**config.mk**
```make
export PLATFORM = sky130hd
export DESIGN_NAME = plb_regs
export DESIGN_NICKNAME = d
export VERILOG_FILES = /design/src/include/plb_pkg.sv /design/src/logic/plb_pulse.sv /design/src/logic/plb_regs.sv
export VERILOG_INCLUDE_DIRS = /design/src /design/src/include
export SDC_FILE = /design/constraint.sdc
export NUM_CORES = 1
export LEC_CHECK = 0
export ABC_AREA = 1
export BUFFER_PORTS_ARGS = -buffer_cell sky130_fd_sc_hd__buf_4
export CORE_MARGIN = 2
export CORE_UTILIZATION = 52
export DETAILED_ROUTE_END_ITERATION = 7
export GPL_ROUTABILITY_DRIVEN = 0
export PLACE_DENSITY_LB_ADDON = 0.08
export SYNTH_ARGS = -nofsm -noshare
export SYNTH_HDL_FRONTEND = slang
export SYNTH_SLANG_ARGS = --single-unit
```
**constraint.sdc**
```tcl
create_clock -name CLK -period 1.6 [get_ports CLK]
set_input_delay 0.08 -clock CLK [delete_from_list [all_inputs] [get_ports CLK]]
set_output_delay 0.08 -clock CLK [all_outputs]
set_load 0.02 [all_outputs]
```
**src/include/plb_defs.svh**
```systemverilog
// Offsets, field positions, reset values and timing counts of the bridge
// register logic. Definitions only; included by the package and modules.
`ifndef PLB_DEFS_SVH
`define PLB_DEFS_SVH

// Configuration space byte addresses
`define PLB_CFG_CMD 8'h04
`define PLB_CFG_INTLINE 8'h3c
`define PLB_CFG_MISC 8'h40
`define PLB_CFG_IFC 8'h4c

// Field positions
`define PLB_CMD_BM_BIT 2
`define PLB_IFC_AUTORST_BIT 16
`define PLB_MISC_SWRST_BIT 31
`define PLB_MISC_CONN_BIT 10

// I/O space offset of the legacy adapter word
`define PLB_IO_LEGACY 4'he

// Reset values
`define PLB_MISC_DMA_RST 4'h0
`define PLB_MISC_SPTP_RST 2'h1
`define PLB_MISC_CONN_RST 1'b0
`define PLB_INTLINE_RST 8'h00
`define PLB_CMD_RST 16'h0000
`define PLB_IFC_AUTORST_RST 1'b0
`define PLB_MISC_RSVD_RD 32'h0000_4800

// Legacy word constant bits: presence 1, isa dma disable 1, byte-only 0
`define PLB_LEGACY_FIXED 16'h9000

// Timing
`define PLB_CLK_PERIOD_NS 100
`define PLB_SRST_MIN_NS 14000
`define PLB_SRST_CYCLES ((`PLB_SRST_MIN_NS+`PLB_CLK_PERIOD_NS-1)/`PLB_CLK_PERIOD_NS)
`define PLB_SWRST_HOLD 3'h3

`endif

```
**src/include/plb_pkg.sv**
```systemverilog
// Types shared by the bridge register logic.
// Assumes plb_defs.svh is on the include path.
package plb_pkg;
	`include "plb_defs.svh"

	// Direct-I/O arbitration against master DMA
	typedef enum logic [1:0] {
		PLB_DIO_IDLE = 2'b00,
		PLB_DIO_HALTED = 2'b01,
		PLB_DIO_RESTART = 2'b10
	} plb_dio_t;
endpackage : plb_pkg

```
**src/logic/plb_pulse.sv**
```systemverilog
// Stretches a one-cycle trigger into an active-low reset pulse.
// Assumes TRIG comes from logic on the same clock.
`timescale 1ns/1ns
module plb_pulse #(
	parameter int CYCLES = 140
)(
	// Clock and reset
	input wire logic CLK,
	input wire logic ARST_N,
	// Trigger and pulse
	input wire logic TRIG,
	output logic PULSE_N
);
	localparam int W = $clog2(CYCLES + 1);
	logic [W-1:0] cnt;

	// A new trigger restarts the full length, so pulses never shorten
	always_ff @(posedge CLK or negedge ARST_N)
	begin
		if (!ARST_N)
			cnt <= '0;
		else if (TRIG)
			cnt <= W'(CYCLES);
		else if (cnt != '0)
			cnt <= cnt - W'(1);
	end

	assign PULSE_N = (cnt == '0);
endmodule : plb_pulse

```
**src/logic/plb_regs.sv**
```systemverilog
// Bridge register logic: command, interrupt line, misc control, interface
// control, legacy adapter word, direct-I/O retry and bus request.
// Assumes host accesses are decoded on CLK; bus pins arrive unsynchronised.
//
// Contract
// - Bus-master fall self-resets when autoreset bit zero
// - Autoreset bit one blocks that self reset
// - Self reset clears DMA, equals bit-31 reset
// - Other interface control bits are reserved
// - Read-only legacy word at I/O offset 0xE
// - Legacy bits 3:0 DMA code, 0xF pseudo
// - DMA code mirrors misc control bits 3:0
// - Legacy bits 7:4 mirror interrupt line
// - Bits 8,9 mirror misc topology and speed
// - Bit 10 mirrors connector, drives connector pin
// - Legacy bit 11 always reads zero
// - Legacy bit 12 always reads one
// - Legacy bits 13,14 read zero
// - Legacy bit 15 always reads one
// - Direct-I/O during DMA retried, DMA halted, restart
// - Request dropped on foreign stop, reasserted after; once granted, a stop does not drop it
`timescale 1ns/1ns
`include "plb_defs.svh"
module plb_regs
	import plb_pkg::*;
#(
	parameter int SRST_CYCLES = `PLB_SRST_CYCLES
)(
	// Clock and reset
	input wire logic CLK,
	input wire logic ARST_N,
	// Configuration access
	input wire logic CFG_WR,
	input wire logic CFG_RD,
	input wire logic [7:0] CFG_ADDR,
	input wire logic [31:0] CFG_WDATA,
	input wire logic [3:0] CFG_BE,
	output logic [31:0] CFG_RDATA,
	// Direct-I/O access
	input wire logic IO_REQ,
	input wire logic [3:0] IO_ADDR,
	input wire logic [15:0] SIF_RDATA,
	output logic IO_ACK,
	output logic IO_RETRY,
	output logic [15:0] IO_RDATA,
	output logic DIO_GO,
	// DMA engine
	input wire logic DMA_ACTIVE,
	input wire logic DMA_WANT_BUS,
	output logic DMA_HALT,
	output logic DMA_CLEAR,
	output plb_pkg::plb_dio_t DIO_STATE,
	// Bus pins
	input wire logic STOP_N,
	input wire logic GNT_N,
	output logic REQ_N,
	// LAN side
	output logic LAN_RST_N,
	output logic CONNECTOR_TYPE_PIN
);
	logic [15:0] cmd;
	logic [7:0] intline;
	logic [3:0] misc_dma;
	logic [1:0] misc_sptp;
	logic misc_conn;
	logic misc_swrst;
	logic [2:0] swrst_cnt;
	logic ifc_autorst_off;
	logic bm_prev;
	logic sw_prev;
	logic self_rst_trig;
	logic bm_fall;
	logic [1:0] stop_sync;
	logic [1:0] gnt_sync;
	logic granted;
	plb_dio_t direct_io_access;
	plb_dio_t next_dio;

	////////////////////////////////////////////////////////////////////
	// Helpers

	// Byte-enable merge of a write onto a stored word
	function automatic logic [31:0] be_merge(input logic [31:0] old,
		input logic [31:0] nw, input logic [3:0] be);
		logic [31:0] r;
		r = old;
		for (int i = 0; i < 4; i++)
			if (be[i])
				r[i*8 +: 8] = nw[i*8 +: 8];
		return r;
	endfunction : be_merge

	// Legacy adapter word, built from live register state
	function automatic logic [15:0] legacy_word(input logic [3:0] dma,
		input logic [7:0] il, input logic [1:0] sptp, input logic conn);
		logic [15:0] w;
		w = `PLB_LEGACY_FIXED;
		w[3:0] = dma;
		w[7:4] = il[3:0];
		w[9:8] = sptp;
		w[10] = conn;
		return w;                               // bits 14:13 zero
	endfunction : legacy_word

	////////////////////////////////////////////////////////////////////
	// Configuration registers

	logic [31:0] cmd_m;
	logic [31:0] il_m;
	logic [31:0] misc_m;
	logic [31:0] ifc_m;
	assign cmd_m = be_merge({16'h0000, cmd}, CFG_WDATA, CFG_BE);
	assign il_m = be_merge({24'h000000, intline}, CFG_WDATA, CFG_BE);
	assign misc_m = be_merge(32'h0000_0000, CFG_WDATA, CFG_BE);
	assign ifc_m = be_merge({15'h0000, ifc_autorst_off, 16'h0000},
		CFG_WDATA, CFG_BE);

	// Command register; only host configuration writes change it
	always_ff @(posedge CLK or negedge ARST_N)
	begin
		if (!ARST_N)
			cmd <= `PLB_CMD_RST;
		else if (CFG_WR && CFG_ADDR == `PLB_CFG_CMD)
			cmd <= cmd_m[15:0];
	end

	// Interrupt line register
	always_ff @(posedge CLK or negedge ARST_N)
	begin
		if (!ARST_N)
			intline <= `PLB_INTLINE_RST;
		else if (CFG_WR && CFG_ADDR == `PLB_CFG_INTLINE)
			intline <= il_m[7:0];
	end

	// Misc control fields that the legacy word echoes
	always_ff @(posedge CLK or negedge ARST_N)
	begin
		if (!ARST_N)
		begin
			misc_dma <= `PLB_MISC_DMA_RST;
			misc_sptp <= `PLB_MISC_SPTP_RST;
			misc_conn <= `PLB_MISC_CONN_RST;
		end
		else if (CFG_WR && CFG_ADDR == `PLB_CFG_MISC)
		begin
			if (CFG_BE[0])
				misc_dma <= CFG_WDATA[3:0];
			if (CFG_BE[1])
			begin
				misc_sptp <= CFG_WDATA[9:8];
				misc_conn <= CFG_WDATA[`PLB_MISC_CONN_BIT];
			end
		end
	end

	// Software reset bit: writes while it is set are ignored; it self-clears after four clocks
	always_ff @(posedge CLK or negedge ARST_N)
	begin
		if (!ARST_N)
		begin
			misc_swrst <= 1'b0;
			swrst_cnt <= 3'h0;
		end
		else if (CFG_WR && CFG_ADDR == `PLB_CFG_MISC && !misc_swrst &&
			misc_m[`PLB_MISC_SWRST_BIT])
		begin
			misc_swrst <= 1'b1;
			swrst_cnt <= 3'h0;
		end
		else if (misc_swrst)
		begin
			if (swrst_cnt == `PLB_SWRST_HOLD)
				misc_swrst <= 1'b0;
			swrst_cnt <= swrst_cnt + 3'h1;
		end
	end

	// Interface control: only the autoreset bit is stored
	always_ff @(posedge CLK or negedge ARST_N)
	begin
		if (!ARST_N)
			ifc_autorst_off <= `PLB_IFC_AUTORST_RST;
		else if (CFG_WR && CFG_ADDR == `PLB_CFG_IFC)
			ifc_autorst_off <= ifc_m[`PLB_IFC_AUTORST_BIT];
	end

	// Read data; reserved interface bits happen to return zero
	always_ff @(posedge CLK or negedge ARST_N)
	begin
		if (!ARST_N)
			CFG_RDATA <= 32'h0000_0000;
		else if (CFG_RD)
			case (CFG_ADDR)
				`PLB_CFG_CMD: CFG_RDATA <= {16'h0000, cmd};
				`PLB_CFG_INTLINE: CFG_RDATA <= {24'h000000, intline};
				`PLB_CFG_MISC: CFG_RDATA <= `PLB_MISC_RSVD_RD |
					{misc_swrst, 20'h00000, misc_conn, misc_sptp,
					intline[3:0], misc_dma};
				`PLB_CFG_IFC: CFG_RDATA <= {15'h0000, ifc_autorst_off,
					16'h0000};
				default: CFG_RDATA <= 32'h0000_0000;
			endcase
	end

	////////////////////////////////////////////////////////////////////
	// Self reset

	// Previous-clock copies give single-cycle edge detects
	always_ff @(posedge CLK or negedge ARST_N)
	begin
		if (!ARST_N)
		begin
			bm_prev <= 1'b0;
			sw_prev <= 1'b0;
		end
		else
		begin
			bm_prev <= cmd[`PLB_CMD_BM_BIT];
			sw_prev <= misc_swrst;
		end
	end

	// Both sources feed one pulse generator, so the resets are identical
	assign bm_fall = bm_prev && !cmd[`PLB_CMD_BM_BIT];
	assign self_rst_trig = (bm_fall && !ifc_autorst_off) ||
		(misc_swrst && !sw_prev);

	plb_pulse #(
		.CYCLES(SRST_CYCLES)
	) u_srst (
		.CLK(CLK),
		.ARST_N(ARST_N),
		.TRIG(self_rst_trig),
		.PULSE_N(LAN_RST_N)
	);

	// Pending DMA is dropped for the whole self reset
	assign DMA_CLEAR = !LAN_RST_N;
	assign CONNECTOR_TYPE_PIN = misc_conn;

	////////////////////////////////////////////////////////////////////
	// Direct-I/O arbitration against master DMA

	// Back-to-back access during RESTART is retried instead of corrupted
	always_comb
	begin
		next_dio = direct_io_access;
		case (direct_io_access)
			PLB_DIO_IDLE:
				if (IO_REQ && DMA_ACTIVE)
					next_dio = PLB_DIO_HALTED;
			PLB_DIO_HALTED:
				if (IO_REQ)
					next_dio = PLB_DIO_RESTART;
			PLB_DIO_RESTART:
				if (IO_REQ && DMA_ACTIVE)
					next_dio = PLB_DIO_HALTED;
				else
					next_dio = PLB_DIO_IDLE;
			default:
				next_dio = PLB_DIO_IDLE;
		endcase
	end

	always_ff @(posedge CLK or negedge ARST_N)
	begin
		if (!ARST_N)
			direct_io_access <= PLB_DIO_IDLE;
		else if (!LAN_RST_N)
			direct_io_access <= PLB_DIO_IDLE;
		else
			direct_io_access <= next_dio;
	end

	// Answer one clock after the request
	always_ff @(posedge CLK or negedge ARST_N)
	begin
		if (!ARST_N)
		begin
			IO_ACK <= 1'b0;
			IO_RETRY <= 1'b0;
			DIO_GO <= 1'b0;
			IO_RDATA <= 16'h0000;
		end
		else
		begin
			IO_RETRY <= IO_REQ && DMA_ACTIVE && direct_io_access != PLB_DIO_HALTED;
			IO_ACK <= IO_REQ && !(DMA_ACTIVE && direct_io_access != PLB_DIO_HALTED);
			DIO_GO <= IO_REQ && !(DMA_ACTIVE && direct_io_access != PLB_DIO_HALTED) &&
				IO_ADDR != `PLB_IO_LEGACY;
			if (IO_REQ)
				IO_RDATA <= (IO_ADDR == `PLB_IO_LEGACY) ?
					legacy_word(misc_dma, intline, misc_sptp, misc_conn) :
					SIF_RDATA;
		end
	end

	assign DMA_HALT = (direct_io_access == PLB_DIO_HALTED);
	assign DIO_STATE = direct_io_access;

	////////////////////////////////////////////////////////////////////
	// Bus request

	// Pins are synchronised before any decision looks at them
	always_ff @(posedge CLK or negedge ARST_N)
	begin
		if (!ARST_N)
		begin
			stop_sync <= 2'b11;
			gnt_sync <= 2'b11;
		end
		else
		begin
			stop_sync <= {stop_sync[0], STOP_N};
			gnt_sync <= {gnt_sync[0], GNT_N};
		end
	end

	// Ownership holds once granted, so a later stop does not drop it
	always_ff @(posedge CLK or negedge ARST_N)
	begin
		if (!ARST_N)
			granted <= 1'b0;
		else if (!DMA_WANT_BUS || !LAN_RST_N)
			granted <= 1'b0;
		else if (!REQ_N && !gnt_sync[1])
			granted <= 1'b1;
	end

	// Foreign stop while waiting backs the request off until it clears
	always_ff @(posedge CLK or negedge ARST_N)
	begin
		if (!ARST_N)
			REQ_N <= 1'b1;
		else
			REQ_N <= !(DMA_WANT_BUS && LAN_RST_N && direct_io_access != PLB_DIO_HALTED &&
				(granted || stop_sync[1]));
	end
endmodule : plb_regs

```
==> results of run 1 <==
==> tightest hold or removal path: stages <==
cell and delay (ps):
buf_4 80, inv_1 50, o21ai_2 120
==> path summary, 6_finish.rpt <==
path	cells past startpoint	slack, ps	end	from
hold / removal	3	2	cmd[7]$_DFFE_PN0P_	CFG_WDATA[7]
min in group asynchronous	2	180	IO_RDATA[15]$_DFFE_PN0P_	ARST_N
max in group asynchronous	3	850	misc_sptp[0]$_DFFE_PN1P_	ARST_N
hold reg to reg	0	360	stop_sync[1]$_DFF_PN1_	stop_sync[0]$_DFF_PN1_
setup / recovery	7	120	LAN_RST_N	u_srst.cnt[0]$_DFFE_PN0P_
setup reg to reg	9	210	u_srst.cnt[0]$_DFFE_PN0P_	u_srst.cnt[0]$_DFFE_PN0P_
==> per-stage QoR <==
step	TNS (ps)	util	setup slack [ps]	total power, mW	area (µm²)
detailed placement	0	0.634	220	3.72	5190
floorplan	0	-	193	3.34	4430
global placement	0	0.634	244	3.67	5190
CTS	0	0.682	36.0	5.17	5580
finish	0	0.684	123	5.18	5590
global route	-7.14	0.684	-7.14	5.48	5590
==> state kept, by name (all words and copies together) (netlist names), 3 cells and up <==
register and flops:
misc_dma 4, IO_RDATA 16, u_srst.cnt 8, CFG_RDATA 18, intline 8, swrst_cnt 3
cmd 16
==> power groups by stage <==
stage          Combinational, mW  Clock, mW  Sequential, mW
2_1_floorplan              0.624          0            2.71
3_3_place_gp               0.990          0            2.68
3_5_place_dp                1.03          0            2.69
4_1_cts                     1.08       1.45            2.65
5_1_grt                     1.25       1.55            2.68
6_report                    1.10       1.43            2.65
==> cell usage in the layout, fill, tap and decap left out, types with 11 or more instances in the layout <==
| cell type | synthesis | final |
|---|---|---|
| a21oi_1 | 26 | 26 |
| buf_4 | 15 | 110 |
| conb_1 | 1 | 14 |
| dfrtp_1 | 85 | 85 |
| dlygate4sd3_1 | 0 | 19 |
| inv_1 | 40 | 37 |
| nand2_1 | 133 | 133 |
| nand3_1 | 55 | 55 |
| nor2_1 | 36 | 35 |
| o21ai_0 | 11 | 11 |
| o21ai_2 | 24 | 24 |
==> cell type report <==
class                      count  share of cell area
clock buffer                  10              0.0246
clock inverter                 6             0.00716
inverter                      47              0.0318
multi-input combinational    342               0.313
sequential                    91               0.409
tap                          105              0.0235
timing repair buffer         132               0.191
==> repair_timing <==
item                                   CTS  global route
setup endpoints to repair                2             5
gates resized for setup                  2             3
gates cloned                             0             0
hold buffers                            19             0
pin swaps                                1             1
endpoints found under the hold margin  109             0
setup buffers                            3             1
==> per-layer routing <==
metal  vias up  wire, µm  global-route usage
met5         -         0                   0
met4         0       198              0.0810
met3        19       562              0.0360
met2       111      4800               0.382
met1      1707      4490               0.310
li1       1817         -                   -
==> cell families after synthesis <==
| group | share of synthesized area |
|---|---|
| other | 0.000857 |
| AO/OA/AOI/OAI | 0.101 |
| flip-flops | 0.522 |
| adder cells (fa/ha/maj) | 0.0114 |
| XOR/XNOR | 0.00400 |
| AND/OR/NAND/NOR | 0.271 |
| buffers and inverters | 0.0895 |
==> flow_summary.yaml, run 1 <==
cts:
  cts_tree: "done"
  clk_pin_slew_ps: 90
  cts_buffer_depth: 2
  numCtsBuffers: 9
  clock_sinks: 91
  htree_levels: 3
  clk_latency_ps: 360
  cts-root-buf: "clkbuf_8"
global_route:
  first_global_vias: 3480
  grt_pass1_wl_um: 16400
  grt_max_degree: 34
  antenna_found_initial: 0
  grt-ovfl-total: 0
  track_usage: 0.231
logic_synthesis:
  ys.flop_type: "dfrtp_1"
  yosysTopAreaCell: "dfrtp_1"
  netlist_top_cells_count: "133 x nand2_1, 85 x dfrtp_1, 55 x nand3_1, 40 x inv_1, 36 x nor2_1"
  synth_cell_types: 39
  synth_area_um2: 4380
  async_reset_ff_frac: 1.00
  syn_area_per_cell_um2: 8.82
  synth_edf_count: 0
  synth-seq-area-share: 0.522
  syn_inst: 496
  yosysWarnings: 0
  synthTopCellsByArea: "dfrtp_1 49%, nand2_1 11%, nand3_1 6.3%"
  synth_most_common_cell: "nand2_1"
  synth_seq_cells: 91
  yosysTopAreaCellShare: 0.486
timing:
  relSlewSlack: 0.615
  drv_slew: 0
  whs_ps: 1.71
  min_period_ps: 1480
  fmaxAchievable_ghz: 0.677
  worst_slew_pin_slew_ps: 577
  skew_ps: 7.02
  hold_violations: 0
  finalSetupViolations: 0
  fin_crit_sh: 0.923
floorplan:
  pin_count: 131
  dieArea_um2: 9170
  core_area_um2: 8180
  die_w_um: 95.7
  die_h_um: 95.7
  floorplan.initialDensity: 0.535
  rows: 33
final_layout:
  fillers: 677
  layout.nets: 700
  seqCellArea_um2: 2280
  syn_to_final_growth_pct: 27.7
  multi_input_area_um2: 1750
  antenna_cells: 0
  drive_gt1_frac: 0.306
  stdcell_count: 733
pwr:
  ir_drop_mv: 0.477
  internal_power_mw: 3.59
  comb_power_share: 0.213
  switching_power_mw: 1.59
  p_seq_frac: 0.512
  power_frac_clock: 0.275
  swShare: 0.308
  p_leak_nw: 2.94
  power.density_nw_per_um2: 927
detailed_routing:
  route.detailed.drc: 0
  avgRoutedWirePerCell_um: 13.7
  routed_via_density: 4.98
  vias: 3654
  finalWirelength_um: 10000
  drt_iter0_markers: 134
  first_pass_iters: 4
  ant_nets: 0
worst_setup_path:
  end_kind: "output pin"
  crit_fanout: 5
  cpMaxStageDelayCell: "dfrtp_1"
  cpMostUsedCell: "inv_2"
  crit_chain: "inv_2 > ha_1 > inv_1 > nor2_2 > nand2_2 > inv_2 > buf_6"
  critPathRequiredTime_ps: 1520
  cp-start-kind: "flop"
  cp_slowest_stage_delay_ps: 410
  crit_type: "reg2out"
  arrival_ps: 1400
  path_buf_inv: 4
  crit_family: "flip-flops"
place:
  dp_hpwl_um: 7170
  dp.cells: 694
  port_buffers: 102
job:
  maxCapViolCount: 0
worst_hold_path:
  min_path_type: "in2reg"
run_status:
  status: "finished clean"
Power figures use the tool's default switching activity.
==> run 2, diff against run 1 <==
==> constraint.sdc (replaced) <==
create_clock -name CLK -period 1.6 [get_ports CLK]
set_input_delay 0 -clock CLK [delete_from_list [all_inputs] [get_ports CLK]]
set_output_delay 0 -clock CLK [all_outputs]
set_load 0.02 [all_outputs]
==> flow_summary.yaml, run 2 (synthesized netlist as in run 1, its figures left out) <==
timing:
  whs_ps: 18.2
  relSlewSlack: 0.597
  rsz0062_at_grt: "no"
  drv_slew: 0
  finalSetupViolations: 0
  fin_ws_ps: 109
  skew_ps: 8.62
  setup_tns_ps: 0
  worst_slew_pin_slew_ps: 603
  hold_violations: 0
  fin_crit_sh: 0.932
  min_period_ps: 1490
  fmaxAchievable_ghz: 0.671
worst_setup_path:
  critPathRequiredTime_ps: 1600
  crit_chain: "inv_2 > ha_1 > inv_1 > nor2_2 > nand2_2 > inv_4 > buf_4"
  crit_family: "flip-flops"
  crit_type: "reg2out"
  path_buf_inv: 4
  end_kind: "output pin"
  cp-start-kind: "flop"
  cp_slowest_stage_delay_ps: 410
  crit_fanout: 6
  cpMaxStageDelayCell: "dfrtp_1"
  arrival_ps: 1490
  reg2reg_slack_ps: 180
floorplan:
  dieArea_um2: 9170
  die_h_um: 95.7
  floorplan.initialDensity: 0.535
  die_w_um: 95.7
  pin_count: 131
  core_area_um2: 8180
  rows: 33
detailed_routing:
  avgRoutedWirePerCell_um: 13.8
  routed_via_density: 5.03
  finalWirelength_um: 10400
  drt_iter0_markers: 179
  route.detailed.drc: 0
  first_pass_iters: 4
  ant_nets: 0
  vias: 3779
cts:
  cts_buffer_depth: 2
  clk_latency_ps: 350
  clk_pin_slew_ps: 90
  numCtsBuffers: 9
  cts-root-buf: "clkbuf_8"
  cts_tree: "done"
  htree_levels: 3
  clock_sinks: 91
job:
  maxCapViolCount: 0
final_layout:
  final_cell_mix: "133 x nand2_1, 107 x buf_4, 85 x dfrtp_1"
  max_flop_register: "CFG_RDATA"
  stdcell_count: 751
  largest_reg_flops: 18
  layout.nets: 718
  fillers: 636
  final_common_cell: "nand2_1"
  fin_util: 0.708
  largest_registers: "CFG_RDATA: 18 flops, IO_RDATA: 16 flops, cmd: 16 flops"
  antenna_cells: 0
  syn_to_final_growth_pct: 32.3
  drive_gt1_frac: 0.288
  stdcell_area_um2: 5790
global_route:
  grt-ovfl-total: 0
  grt_pass1_wl_um: 17000
  grt_max_degree: 36
  track_usage: 0.242
  first_global_vias: 3598
  antenna_found_initial: 0
place:
  dp_hpwl_um: 7220
  port_buffers: 102
  dpl_worst_slack_ps: 87.7
  placed_area_um2: 5180
  dp.cells: 693
worst_hold_path:
  min_path_type: "in2reg"
pwr:
  power.density_nw_per_um2: 910
  p_leak_nw: 3.01
  ir_drop_mv: 0.525
  power_mw: 5.27
run_status:
  status: "finished clean"
[run 2: final cells by class]
class | instances | area [µm²] | area share
flip-flops and latches | 91 | 2280 | 0.395
repair buffers | 150 | 1250 | 0.217
inverters | 47 | 180 | 0.0311
well taps | 105 | 131 | 0.0227
clock inverters | 4 | 51.3 | 0.00886
clock buffers | 12 | 135 | 0.0233
multi-input cells | 342 | 1750 | 0.303
[run 2: path summary, 6_finish.rpt]
path,from,to,depth (start not counted)
hold / removal,IO_REQ,IO_RDATA[11]$_DFFE_PN0P_,3
hold reg to reg,gnt_sync[0]$_DFF_PN1_,gnt_sync[1]$_DFF_PN1_,0
min in group asynchronous,ARST_N,IO_RDATA[12]$_DFFE_PN0P_,2
setup reg to reg,u_srst.cnt[0]$_DFFE_PN0P_,u_srst.cnt[0]$_DFFE_PN0P_,9
max in group asynchronous,ARST_N,gnt_sync[0]$_DFF_PN1_,3
setup / recovery,u_srst.cnt[0]$_DFFE_PN0P_,LAN_RST_N,7
[run 2: routing by layer]
layer  part of all wire  vias to the layer above  global-route usage
met4              0.016                        0              0.0869
met2               0.48                      129               0.408
met3              0.061                       16              0.0392
met5                  0                        -                   0
li1                   -                     1855                   -
met1               0.44                     1779               0.317
[run 2: power breakdown]
group          internal (mW)  leakage (nW)  switching, mW
clock                  0.725        0.0906          0.763
combinational          0.489          1.74          0.636
sequential              2.51          1.18          0.145
total                   3.72          3.01           1.54
[run 2: repair_timing]
item | 4_1_cts | 5_1_grt
setup buffers | 1 | 0
endpoints found under the hold margin | 145 | 0
setup endpoints to repair | 1 | 7
pin swaps | 1 | 0
hold buffers | 41 | 0
gates resized for setup | 2 | 5
[run 2: worst min-delay path: stages]
cell and delay, ps:
buf_4 180, nand3_1 100, nand2_1 50
